`src/scs_pkg.sv`:
```
// Shared constants and types for the system clock switcher.
package scs_pkg;
   // Register byte offsets on the Avalon-MM slave port.
   localparam logic [4:0] SCS_OFF_REQUEST = 5'h00;
   localparam logic [4:0] SCS_OFF_CURRENT = 5'h04;
   localparam logic [4:0] SCS_OFF_SWCTRL = 5'h08;
   localparam logic [4:0] SCS_OFF_OSC_READY_STATUS = 5'h0C;
   localparam logic [4:0] SCS_OFF_OSC_MANUAL_ENABLE = 5'h10;
   localparam logic [4:0] SCS_OFF_FREQ = 5'h14;
   localparam logic [4:0] SCS_OFF_TRIM = 5'h18;
   localparam logic [4:0] SCS_OFF_IRQ = 5'h1C;
   // Field widths and positions.
   localparam int SCS_SRC_W = 3;
   localparam int SCS_DIV_W = 4;
   localparam int SCS_REQUESTED_SOURCE = 8;
   localparam int SCS_FRQ_W = 4;
   localparam int SCS_TRIM_W = 6;
   localparam int SCS_SRC_LSB = 4;
   localparam int SCS_HOLD_BIT = 7;
   localparam int SCS_SOURCE_READY_BIT = 4;
   localparam int SCS_NEW_SOURCE_READY_BIT = 3;
   localparam int SCS_IF_BIT = 0;
   localparam int SCS_IE_BIT = 1;
   // Oscillator slots in the ready and enable vectors.
   localparam int SCS_IDX_FAST = 6;
   localparam int SCS_IDX_MID = 5;
   localparam int SCS_IDX_PLL = 1;
   localparam int SCS_IDX_CONVERTER_RC_OSC = 2;
   // Reset values.
   localparam logic [SCS_SRC_W-1:0] SCS_RST_SRC = 3'h6;
   localparam logic [SCS_DIV_W-1:0] SCS_RST_DIV = 4'h0;
   localparam logic [SCS_FRQ_W-1:0] SCS_RST_FRQ = 4'h2;
   localparam logic [SCS_TRIM_W-1:0] SCS_RST_TRIM = 6'h00;
   // Timing: settle time of the fast oscillator after a retune, in ns.
   localparam int SCS_CLK_NS = 20;
   localparam int SCS_SETTLE_NS = 200;
   localparam int SCS_SETTLE_CYC =
      (SCS_SETTLE_NS + SCS_CLK_NS - 1) / SCS_CLK_NS;
   // Dead time between gating the old clock and opening the new one.
   localparam int SCS_GAP_NS = 60;
   localparam int SCS_GAP_CYC = (SCS_GAP_NS + SCS_CLK_NS - 1) / SCS_CLK_NS;
   // Switch sequencer states, one-hot.
   typedef enum logic [3:0] {
      SCS_IDLE = 4'h1,
      SCS_WAIT = 4'h2,
      SCS_HOLD = 4'h4,
      SCS_SWAP = 4'h8
   } scs_state_t;
   // Handover unit states, one-hot.
   typedef enum logic [2:0] {
      SCS_H_RUN = 3'h1,
      SCS_H_GAP = 3'h2,
      SCS_H_OPEN = 3'h4
   } scs_hstate_t;
endpackage

```
`src/scs_handover_if.sv`:
```
// Interface between the switch sequencer and the handover unit.
`timescale 1ns/1ps
interface scs_handover_if;
   import scs_pkg::*;
   logic start; // Pulse: begin a handover to target.
   logic [SCS_SRC_W-1:0] target_src; // Source to hand over to.
   logic [SCS_DIV_W-1:0] target_div; // Divider to hand over to.
   logic done; // Pulse: new selection is live.
   logic busy; // Level: a handover is in progress.
   modport ctrl (output start, output target_src, output target_div,
      input done, input busy);
   modport unit (input start, input target_src, input target_div,
      output done, output busy);
endinterface

```
`src/scs_handover.sv`:
```
// Break-before-make handover of the system clock selection.
`timescale 1ns/1ps
module scs_handover
   import scs_pkg::*;
#(
   parameter int GAP_CYC = SCS_GAP_CYC
) (
   input wire logic clock,
   input wire logic rst_b,
   scs_handover_if.unit hif,
   output logic sys_clk_gate,
   output logic [SCS_SRC_W-1:0] sys_clk_sel,
   output logic [SCS_DIV_W-1:0] sys_clk_div
);
   scs_hstate_t state; // Handover phase.
   scs_hstate_t next_state; // Phase for the next edge.
   logic [7:0] gap_cnt; // Dead-time counter while both clocks are gated.
   wire gap_over = (gap_cnt == 8'(GAP_CYC - 1)); // Dead time elapsed.

   // The gate is closed before the mux moves and opened only after the
   // dead time, so neither clock can leave a truncated pulse behind.
   always_comb begin
      next_state = state;
      unique case (state)
         SCS_H_RUN: if (hif.start) next_state = SCS_H_GAP;
         SCS_H_GAP: if (gap_over) next_state = SCS_H_OPEN;
         SCS_H_OPEN: next_state = SCS_H_RUN;
      endcase
   end

   // Phase register and dead-time count.
   always_ff @(posedge clock or negedge rst_b) begin
      if (!rst_b) begin
         state <= SCS_H_RUN;
         gap_cnt <= 8'h00;
      end else begin
         state <= next_state;
         gap_cnt <= (state == SCS_H_GAP) ? gap_cnt + 8'h01 : 8'h00;
      end
   end

   // Selection moves only while the gate is shut.
   always_ff @(posedge clock or negedge rst_b) begin
      if (!rst_b) begin
         sys_clk_gate <= 1'b1;
         sys_clk_sel <= SCS_RST_SRC;
         sys_clk_div <= SCS_RST_DIV;
      end else begin
         if (state == SCS_H_RUN && hif.start) begin
            sys_clk_gate <= 1'b0;
         end
         if (state == SCS_H_GAP && gap_over) begin
            sys_clk_sel <= hif.target_src;
            sys_clk_div <= hif.target_div;
         end
         if (state == SCS_H_OPEN) begin
            sys_clk_gate <= 1'b1;
         end
      end
   end

   assign hif.done = (state == SCS_H_OPEN);
   assign hif.busy = (state != SCS_H_RUN);
endmodule // scs_handover

```
`src/scs_switcher.sv`:
```
// System clock source and divider switcher with Avalon-MM registers.
// Overview of operation
// - Frequency rewrite clears fast and mid ready.
// - Mid clock stalls until fast oscillator restarts.
// - Old source clocks until new one ready.
// - Already running source counts ready at once.
// - New source ready sets status and flag.
// - Interrupt raised only when enable bit set.
// - Switch flag never wakes from sleep.
// - Without hold, switch as soon as ready.
// - With hold, stay on old clock.
// - Reduced-rate mode does not slow the switch.
// - Divider-only change follows same held sequence.
// - Current fields update at switch; ready sets.
// - Hardware clears new-ready when switch completes.
// - One register shows every oscillator ready.
// - Manual oscillator enable excludes the PLL.
`timescale 1ns/1ps
module scs_switcher
   import scs_pkg::*;
#(
   parameter int SETTLE_CYC = SCS_SETTLE_CYC,
   parameter int GAP_CYC = SCS_GAP_CYC
) (
   input wire logic clock,
   input wire logic rst_b,
   // Avalon-MM slave.
   input wire logic [4:0] avs_address,
   input wire logic avs_read,
   input wire logic avs_write,
   input wire logic [31:0] avs_writedata,
   output logic [31:0] avs_readdata,
   output logic avs_waitrequest,
   // Oscillator block.
   input wire logic [SCS_REQUESTED_SOURCE-1:0] osc_ready_raw,
   output logic [SCS_REQUESTED_SOURCE-1:0] osc_run,
   output logic [SCS_FRQ_W-1:0] internal_freq_select,
   output logic [SCS_TRIM_W-1:0] trim_value,
   output logic mid_internal_osc_en,
   // Core side.
   input wire logic reduced_rate_exec,
   input wire logic ext_wake,
   output logic cpu_wake,
   output logic switch_irq,
   // System clock mux control.
   output logic sys_clk_gate,
   output logic [SCS_SRC_W-1:0] sys_clk_sel,
   output logic [SCS_DIV_W-1:0] sys_clk_div
);
   // Register state.
   logic [SCS_SRC_W-1:0] requested_source; // Pending source code.
   logic [SCS_DIV_W-1:0] requested_divider; // Pending divider code.
   logic [SCS_SRC_W-1:0] current_source; // Source now in use.
   logic [SCS_DIV_W-1:0] current_divider; // Divider now in use.
   logic switch_hold; // Software hold on the handover.
   logic new_source_ready; // Requested source is ready.
   logic source_ready; // Last switch has completed.
   logic switch_irq_flag; // Sticky switch event.
   logic switch_irq_enable; // Lets the flag reach the interrupt line.
   logic [SCS_REQUESTED_SOURCE-1:0] osc_manual_enable; // Forced oscillators.
   logic freq_pending; // Retune of the fast oscillator in progress.
   logic [7:0] settle_cnt; // Unbroken run of fast ready cycles seen during a retune.
   logic bus_ack; // Second cycle of a bus access.
   scs_state_t state; // Switch sequencer phase.
   scs_state_t next_state; // Phase for the next edge.
   scs_handover_if hif ();

   // Returns a one-hot slot mask for a source code.
   function automatic logic [SCS_REQUESTED_SOURCE-1:0] src_mask(
      input logic [SCS_SRC_W-1:0] code);
      src_mask = SCS_REQUESTED_SOURCE'(1) << code;
   endfunction

   // Bus decode: an access completes on its second cycle.
   wire bus_req = avs_read | avs_write;
   wire wr_en = avs_write & bus_ack;
   wire wr_request = wr_en && (avs_address == SCS_OFF_REQUEST);
   wire wr_swctrl = wr_en && (avs_address == SCS_OFF_SWCTRL);
   wire wr_osc_manual_enable = wr_en && (avs_address == SCS_OFF_OSC_MANUAL_ENABLE);
   wire wr_freq = wr_en && (avs_address == SCS_OFF_FREQ);
   wire wr_trim = wr_en && (avs_address == SCS_OFF_TRIM);
   wire wr_irq = wr_en && (avs_address == SCS_OFF_IRQ);
   wire [SCS_SRC_W-1:0] wd_src =
      avs_writedata[SCS_SRC_LSB +: SCS_SRC_W];
   wire [SCS_DIV_W-1:0] wd_div = avs_writedata[SCS_DIV_W-1:0];

   // Ready view: the fast and mid oscillators read not ready while a
   // retune is pending, whatever the analog block says.
   wire [SCS_REQUESTED_SOURCE-1:0] retune_mask =
      src_mask(3'(SCS_IDX_FAST)) | src_mask(3'(SCS_IDX_MID));
   wire [SCS_REQUESTED_SOURCE-1:0] osc_ready_status =
      osc_ready_raw & ~(freq_pending ? retune_mask : '0);

   // A request naming the source in use is ready at once; otherwise the
   // requested oscillator's own ready decides.
   wire same_src = (requested_source == current_source);
   wire req_ready = same_src |
      (|(osc_ready_status & src_mask(requested_source)));
   wire req_differs = !same_src ||
      (requested_divider != current_divider);
   wire ready_event = (state == SCS_WAIT) && req_ready;

   // Sequencer next state.
   always_comb begin
      next_state = state;
      unique case (state)
         SCS_IDLE: if (req_differs) next_state = SCS_WAIT;
         SCS_WAIT: begin
            if (!req_differs) begin
               next_state = SCS_IDLE;
            end else if (req_ready) begin
               next_state = switch_hold ? SCS_HOLD : SCS_SWAP;
            end
         end
         SCS_HOLD: begin
            if (!req_differs) begin
               next_state = SCS_IDLE;
            end else if (!switch_hold) begin
               next_state = SCS_SWAP;
            end
         end
         // Handover runs on every edge, so it finishes even when the
         // core is skipping cycles in reduced-rate mode.
         SCS_SWAP: if (hif.done) next_state = SCS_IDLE;
      endcase
   end

   // Sequencer phase register.
   always_ff @(posedge clock or negedge rst_b) begin
      if (!rst_b) begin
         state <= SCS_IDLE;
      end else begin
         state <= next_state;
      end
   end

   // Start the handover once, on entry to the swap phase; the target is
   // the request as it stood when accepted.
   assign hif.start = (state != SCS_SWAP) && (next_state == SCS_SWAP);
   assign hif.target_src = requested_source;
   assign hif.target_div = requested_divider;

   // Request register; writes are ignored in the swap phase, and a request that differs from the current setting clears the completion status.
   always_ff @(posedge clock or negedge rst_b) begin
      if (!rst_b) begin
         requested_source <= SCS_RST_SRC;
         requested_divider <= SCS_RST_DIV;
      end else if (wr_request && state != SCS_SWAP) begin
         requested_source <= wd_src;
         requested_divider <= wd_div;
      end
   end

   // Current fields hold the old setting until the handover is done.
   always_ff @(posedge clock or negedge rst_b) begin
      if (!rst_b) begin
         current_source <= SCS_RST_SRC;
         current_divider <= SCS_RST_DIV;
      end else if (hif.done) begin
         current_source <= requested_source;
         current_divider <= requested_divider;
      end
   end

   // Switch status: new-ready sets on the ready event and is cleared by
   // hardware at completion or when a held request is cancelled.
   always_ff @(posedge clock or negedge rst_b) begin
      if (!rst_b) begin
         new_source_ready <= 1'b0;
         source_ready <= 1'b1;
      end else begin
         if (hif.done || (state == SCS_HOLD && !req_differs)) begin
            new_source_ready <= 1'b0;
         end else if (ready_event) begin
            new_source_ready <= 1'b1;
         end
         if (hif.done) begin
            source_ready <= 1'b1;
         end else if (state == SCS_IDLE && req_differs) begin
            source_ready <= 1'b0;
         end
      end
   end

   // Hold bit and the interrupt bits; a ready event wins over a clear
   // written in the same cycle.
   always_ff @(posedge clock or negedge rst_b) begin
      if (!rst_b) begin
         switch_hold <= 1'b0;
         switch_irq_flag <= 1'b0;
         switch_irq_enable <= 1'b0;
      end else begin
         if (wr_swctrl) begin
            switch_hold <= avs_writedata[SCS_HOLD_BIT];
         end
         if (ready_event) begin
            switch_irq_flag <= 1'b1;
         end else if (wr_irq && avs_writedata[SCS_IF_BIT]) begin
            switch_irq_flag <= 1'b0;
         end
         if (wr_irq) begin
            switch_irq_enable <= avs_writedata[SCS_IE_BIT];
         end
      end
   end

   // Manual enables; the PLL slot cannot be forced on.
   always_ff @(posedge clock or negedge rst_b) begin
      if (!rst_b) begin
         osc_manual_enable <= '0;
      end else if (wr_osc_manual_enable) begin
         osc_manual_enable <= avs_writedata[SCS_REQUESTED_SOURCE-1:0] &
            ~src_mask(3'(SCS_IDX_PLL));
      end
   end

   // Frequency select and trim. A new frequency starts a retune that ends
   // only after the fast oscillator has reported ready for the settle
   // time, which filters a ready level left over from before the change.
   always_ff @(posedge clock or negedge rst_b) begin
      if (!rst_b) begin
         internal_freq_select <= SCS_RST_FRQ;
         trim_value <= SCS_RST_TRIM;
         freq_pending <= 1'b0;
         settle_cnt <= 8'h00;
      end else begin
         if (wr_freq) begin
            internal_freq_select <= avs_writedata[SCS_FRQ_W-1:0];
            freq_pending <= 1'b1;
            settle_cnt <= 8'h00;
         end else if (freq_pending) begin
            if (!osc_ready_raw[SCS_IDX_FAST]) begin
               settle_cnt <= 8'h00;
            end else if (settle_cnt == 8'(SETTLE_CYC - 1)) begin
               freq_pending <= 1'b0;
            end else begin
               settle_cnt <= settle_cnt + 8'h01;
            end
         end
         if (wr_trim) begin
            trim_value <= avs_writedata[SCS_TRIM_W-1:0];
         end
      end
   end

   // The mid clock is held at a static level during a retune.
   assign mid_internal_osc_en = !freq_pending;

   // Keep the running, requested and forced oscillators alive so the old
   // clock never stops before the handover.
   assign osc_run = src_mask(current_source) | src_mask(requested_source)
      | osc_manual_enable | src_mask(3'(SCS_IDX_CONVERTER_RC_OSC));

   // Interrupt line; the wake path deliberately leaves the flag out.
   assign switch_irq = switch_irq_flag & switch_irq_enable;
   assign cpu_wake = ext_wake;

   // Read mux; unmapped offsets read as zero.
   logic [31:0] rd_mux;
   always_comb begin
      rd_mux = 32'h0000_0000;
      unique case (avs_address)
         SCS_OFF_REQUEST: rd_mux = 32'({requested_source,
            requested_divider});
         SCS_OFF_CURRENT: rd_mux = 32'({current_source,
            current_divider});
         SCS_OFF_SWCTRL: begin
            rd_mux[SCS_HOLD_BIT] = switch_hold;
            rd_mux[SCS_SOURCE_READY_BIT] = source_ready;
            rd_mux[SCS_NEW_SOURCE_READY_BIT] = new_source_ready;
         end
         SCS_OFF_OSC_READY_STATUS: rd_mux = 32'(osc_ready_status);
         SCS_OFF_OSC_MANUAL_ENABLE: rd_mux = 32'(osc_manual_enable);
         SCS_OFF_FREQ: rd_mux = 32'(internal_freq_select);
         SCS_OFF_TRIM: rd_mux = 32'(trim_value);
         SCS_OFF_IRQ: rd_mux = 32'({switch_irq_enable, switch_irq_flag});
         default: rd_mux = 32'h0000_0000;
      endcase
   end

   // One wait state per access; read data is registered in the first
   // cycle and stands while waitrequest is low.
   always_ff @(posedge clock or negedge rst_b) begin
      if (!rst_b) begin
         bus_ack <= 1'b0;
         avs_readdata <= 32'h0000_0000;
      end else begin
         bus_ack <= bus_req & ~bus_ack;
         if (avs_read && !bus_ack) begin
            avs_readdata <= rd_mux;
         end
      end
   end
   assign avs_waitrequest = bus_req & ~bus_ack;

   // Glitch-free handover unit.
   scs_handover #(
      .GAP_CYC(GAP_CYC)
   ) u_handover (
      .clock(clock),
      .rst_b(rst_b),
      .hif(hif.unit),
      .sys_clk_gate(sys_clk_gate),
      .sys_clk_sel(sys_clk_sel),
      .sys_clk_div(sys_clk_div)
   );
endmodule // scs_switcher

```
`config.mk`:
```
export PLATFORM = sky130hd
export DESIGN_NAME = scs_switcher
export DESIGN_NICKNAME = d
export VERILOG_FILES = /design/src/scs_pkg.sv /design/src/scs_handover_if.sv /design/src/scs_handover.sv /design/src/scs_switcher.sv
export SDC_FILE = /design/constraint.sdc
export NUM_CORES = 1
export LEC_CHECK = 0
export BUFFER_PORTS_ARGS = -buffer_cell sky130_fd_sc_hd__buf_2
export CORE_MARGIN = 8
export CORE_UTILIZATION = 57
export CTS_CLUSTER_DIAMETER = 40
export DETAILED_ROUTE_END_ITERATION = 6
export PLACE_DENSITY = 0.92
export SYNTH_ARGS = -nofsm -noshare
export SYNTH_HDL_FRONTEND = slang
export SYNTH_SLANG_ARGS = --single-unit
```
`constraint.sdc`:
```
create_clock -name clock -period 5.2 [get_ports clock]
set_input_delay 0.78 -clock clock [delete_from_list [all_inputs] [get_ports clock]]
set_output_delay 0.78 -clock clock [all_outputs]
set_load 0.005 [all_outputs]
```
==> flow_metrics.env <==
export IMPL_io_buffers=60
export IMPL_die_area_mm2=0.0102
export IMPL_setup_violations=0
export IMPL_pwr_density_cell_mw_per_mm2=424
export IMPL_ir_worst_vdd_mv=0.325
export IMPL_worstSetupPathType="reg2out"
export IMPL_antenna_found_initial=0
export IMPL_finalCriticalPeriod_ns=2.46
export IMPL_status="completed"
export IMPL_hold_violations=0
export IMPL_grt_pass1_wl_um=16400
export IMPL_swShare=0.340
export IMPL_cts_resized=0
export IMPL_path_cells="nor2_1, a221o_1, buf_2"
export IMPL_clkTransAtPathRegs_ns=0.08
export IMPL_drt_pass1_iterations=5
export IMPL_rsz0062_at_grt="no"
export IMPL_dp_cells=547
export IMPL_worst_slew_pin_slew_ns=0.958
export IMPL_num_vias=3393
export IMPL_numClockSinks=77
export IMPL_synth_warning_count=0
export IMPL_ant_nets=0
export IMPL_coreArea_mm2=0.00714
export IMPL_cts_hold_buf=0
export IMPL_synth_edf_count=0
export IMPL_pwr_share_clk=0.271
export IMPL_maxSlewHeadroom=0.361
export IMPL_wl_per_cell_um=18.6
export IMPL_cts_buffers=9
export IMPL_gp_congestion=0.879
export IMPL_drive_above_1_share=0.287
export IMPL_grtUsageTotal=0.206
export IMPL_fillers=551
export IMPL_cts_root_buf="clkbuf_8"
export IMPL_synth_seq_area_share=0.471
export IMPL_hp_class="reg2reg"
export IMPL_worstSkewPairLatency_ns=0.36
export IMPL_path_max_fanout=14
export IMPL_ios=113
export IMPL_crit_path_max_incr_delay_ns=0.69
export IMPL_die_y_um=101
export IMPL_finClkSkew_ns=0.0134
export IMPL_synth_seq_cells=77
export IMPL_core_rowCount=31
export IMPL_postSynth_topFlopCell="dfrtp_1"
export IMPL_h_tree_depth=3
export IMPL_grt_ovfl_total=0
export IMPL_grt_pass1_vias=3299
export IMPL_clock_path_buffers=2
export IMPL_finish_net_count=514
export IMPL_combPwrFrac=0.282
export IMPL_initial_core_util=0.578
export IMPL_finalCritPeriodShare=0.473
export IMPL_slew_viol_final=0
export IMPL_cp_end_kind="primary output"
export IMPL_final_common_cell="dfrtp_1"
export IMPL_internal_power_w=0.00129
export IMPL_async_flop_share=1.00
export IMPL_switchingPower_w=0.000665
export IMPL_post_cts_buffers=0
export IMPL_grt_max_degree=78
export IMPL_slowest_stage="dfstp_2"
export IMPL_cts_tree="yes"
export IMPL_syn_cell_area_mm2=0.00412
export IMPL_fin_cells=563
export IMPL_syn2layout_area_growth_pct=11.8
export IMPL_syn_inst=405
export IMPL_drc=0
export IMPL_drtIter0Drc=318
export IMPL_tns_ns=0
export IMPL_arrival_ns=1.68
export IMPL_hpwl_um=7740
export IMPL_hold_depth=2
export IMPL_cap_violations=0
export IMPL_finalWirelength_um=10500
export IMPL_die_width_um=101
export IMPL_ys_types=55
export IMPL_final_cell_mix="66 x dfrtp_1, 59 x buf_2, 41 x nand2_1"
export IMPL_antennaDiodeCount=0
export IMPL_crit_path_start_kind="flop"
export IMPL_leakagePower_nw=2.19
export IMPL_seqPwrFrac=0.446
export IMPL_reg2regPathDepth=5
export IMPL_crit_required_ns=4.42
export IMPL_fmax_mhz=407
export IMPL_vias_per_cell=6.03
export IMPL_syn_area_per_cell_um2=10.2
[cell type report]
| cell class | instances | area [um2] | area share |
|---|---|---|---|
| Inverter | 13 | 48.8 | 0.0106 |
| Timing Repair Buffer | 61 | 310 | 0.0673 |
| Sequential cell | 77 | 1940 | 0.421 |
| Clock inverter | 3 | 67.6 | 0.0147 |
| Tap cell | 99 | 124 | 0.0269 |
| Clock buffer | 13 | 169 | 0.0366 |
| Multi-Input combinational cell | 297 | 1950 | 0.423 |
[per-stage QoR]
stage | total power (W) | util | hold slack (ns) | cell area (um2) | setup slack [ns]
after detailed placement | 0.00142 | 0.613 | 0.469 | 4380 | 2.71
final | 0.00196 | 0.646 | 0.483 | 4610 | 2.74
after global routing | 0.00205 | 0.646 | 0.503 | 4610 | 2.69
after CTS | 0.00195 | 0.646 | 0.485 | 4610 | 2.77
after floorplan | 0.00123 | - | 0.443 | 4210 | 3.15
after global placement | 0.00138 | 0.613 | 0.439 | 4380 | 2.76
[state kept, by name (all words and copies together), names as in the netlist, 3 cells and up]
| register | flops |
|---|---|
| current_divider | 4 |
| u_handover.state | 3 |
| avs_readdata | 8 |
| hif.target_src | 3 |
| osc_manual_enable | 7 |
| trim_value | 6 |
| internal_freq_select | 4 |
| settle_cnt | 8 |
| u_handover.sys_clk_div | 4 |
| u_handover.sys_clk_sel | 3 |
| current_source | 3 |
| state | 4 |
| u_handover.gap_cnt | 8 |
| hif.target_div | 4 |
[final timing paths]
path	from	end	slack, ns
max	hif.target_src[1]	osc_run[4]	2.74
min	u_handover.sys_clk_sel[0]	u_handover.sys_clk_sel[0]	0.48
max reg2reg	u_handover.gap_cnt[0]	u_handover.sys_clk_div[2]	3.11
min reg2reg	u_handover.sys_clk_sel[0]	u_handover.sys_clk_sel[0]	0.48
max in group asynchronous	rst_b	new_source_ready	4.01
min in group asynchronous	rst_b	u_handover.gap_cnt[1]	0.55
[power groups by stage]
stage               combinational [W]  clock, W  sequential [W]
floorplan                    0.000398         0        0.000832
global route                 0.000614  0.000555        0.000885
global placement             0.000514         0        0.000864
CTS                          0.000551  0.000529        0.000867
detailed placement           0.000541         0        0.000877
finish                       0.000552  0.000531        0.000872
[cell usage after synthesis, types with 5 or more instances]
library cell | number | area (um2)
and3_1 | 8 | 50.1
a21oi_1 | 10 | 50.1
buf_2 | 5 | 25.0
nand4_1 | 8 | 50.1
o21ai_0 | 32 | 160
dfrtp_1 | 66 | 1650
xor2_1 | 6 | 52.6
nor2_1 | 27 | 101
dfstp_2 | 11 | 289
xnor2_1 | 9 | 78.8
o22ai_1 | 6 | 37.5
a31oi_1 | 8 | 50.1
mux2_2 | 36 | 405
nand3_1 | 14 | 70.1
mux2i_1 | 5 | 50.1
inv_1 | 13 | 48.8
nand2_1 | 41 | 154
buf_4 | 27 | 203
clkbuf_1 | 6 | 22.5
[kinds of logic (layout without fill, tap and decap cells)]
kind of cell    Yosys count  after routing  share of synthesized area
simple gates            126            126                      0.154
compound gates           84             84                      0.131
flops                    77             77                      0.471
buf+inv                  54             90                     0.0771
mux                      43             43                      0.121
xor+xnor                 15             15                     0.0319
fa+ha+maj                 4              4                     0.0121
other cells               2             25                    0.00182
[metal layers]
metal / GRT usage / share of wire / vias to the layer above
met1: 0.265 / 0.41 / 1672
li1: - / - / 1507
met3: 0.0366 / 0.084 / 27
met5: 0 / 0 / -
met2: 0.326 / 0.48 / 187
met4: 0.0997 / 0.025 / 0
[critical path, delay by kind of cell, from the launching register on]
kind                   cells  cell delay, ns
DFF                        1            0.69
AOI/OAI and AO/OA          1            0.37
buffers and inverters      1            0.14
and+or+nand+nor            1            0.12
Power figures use the tool's default switching activity.
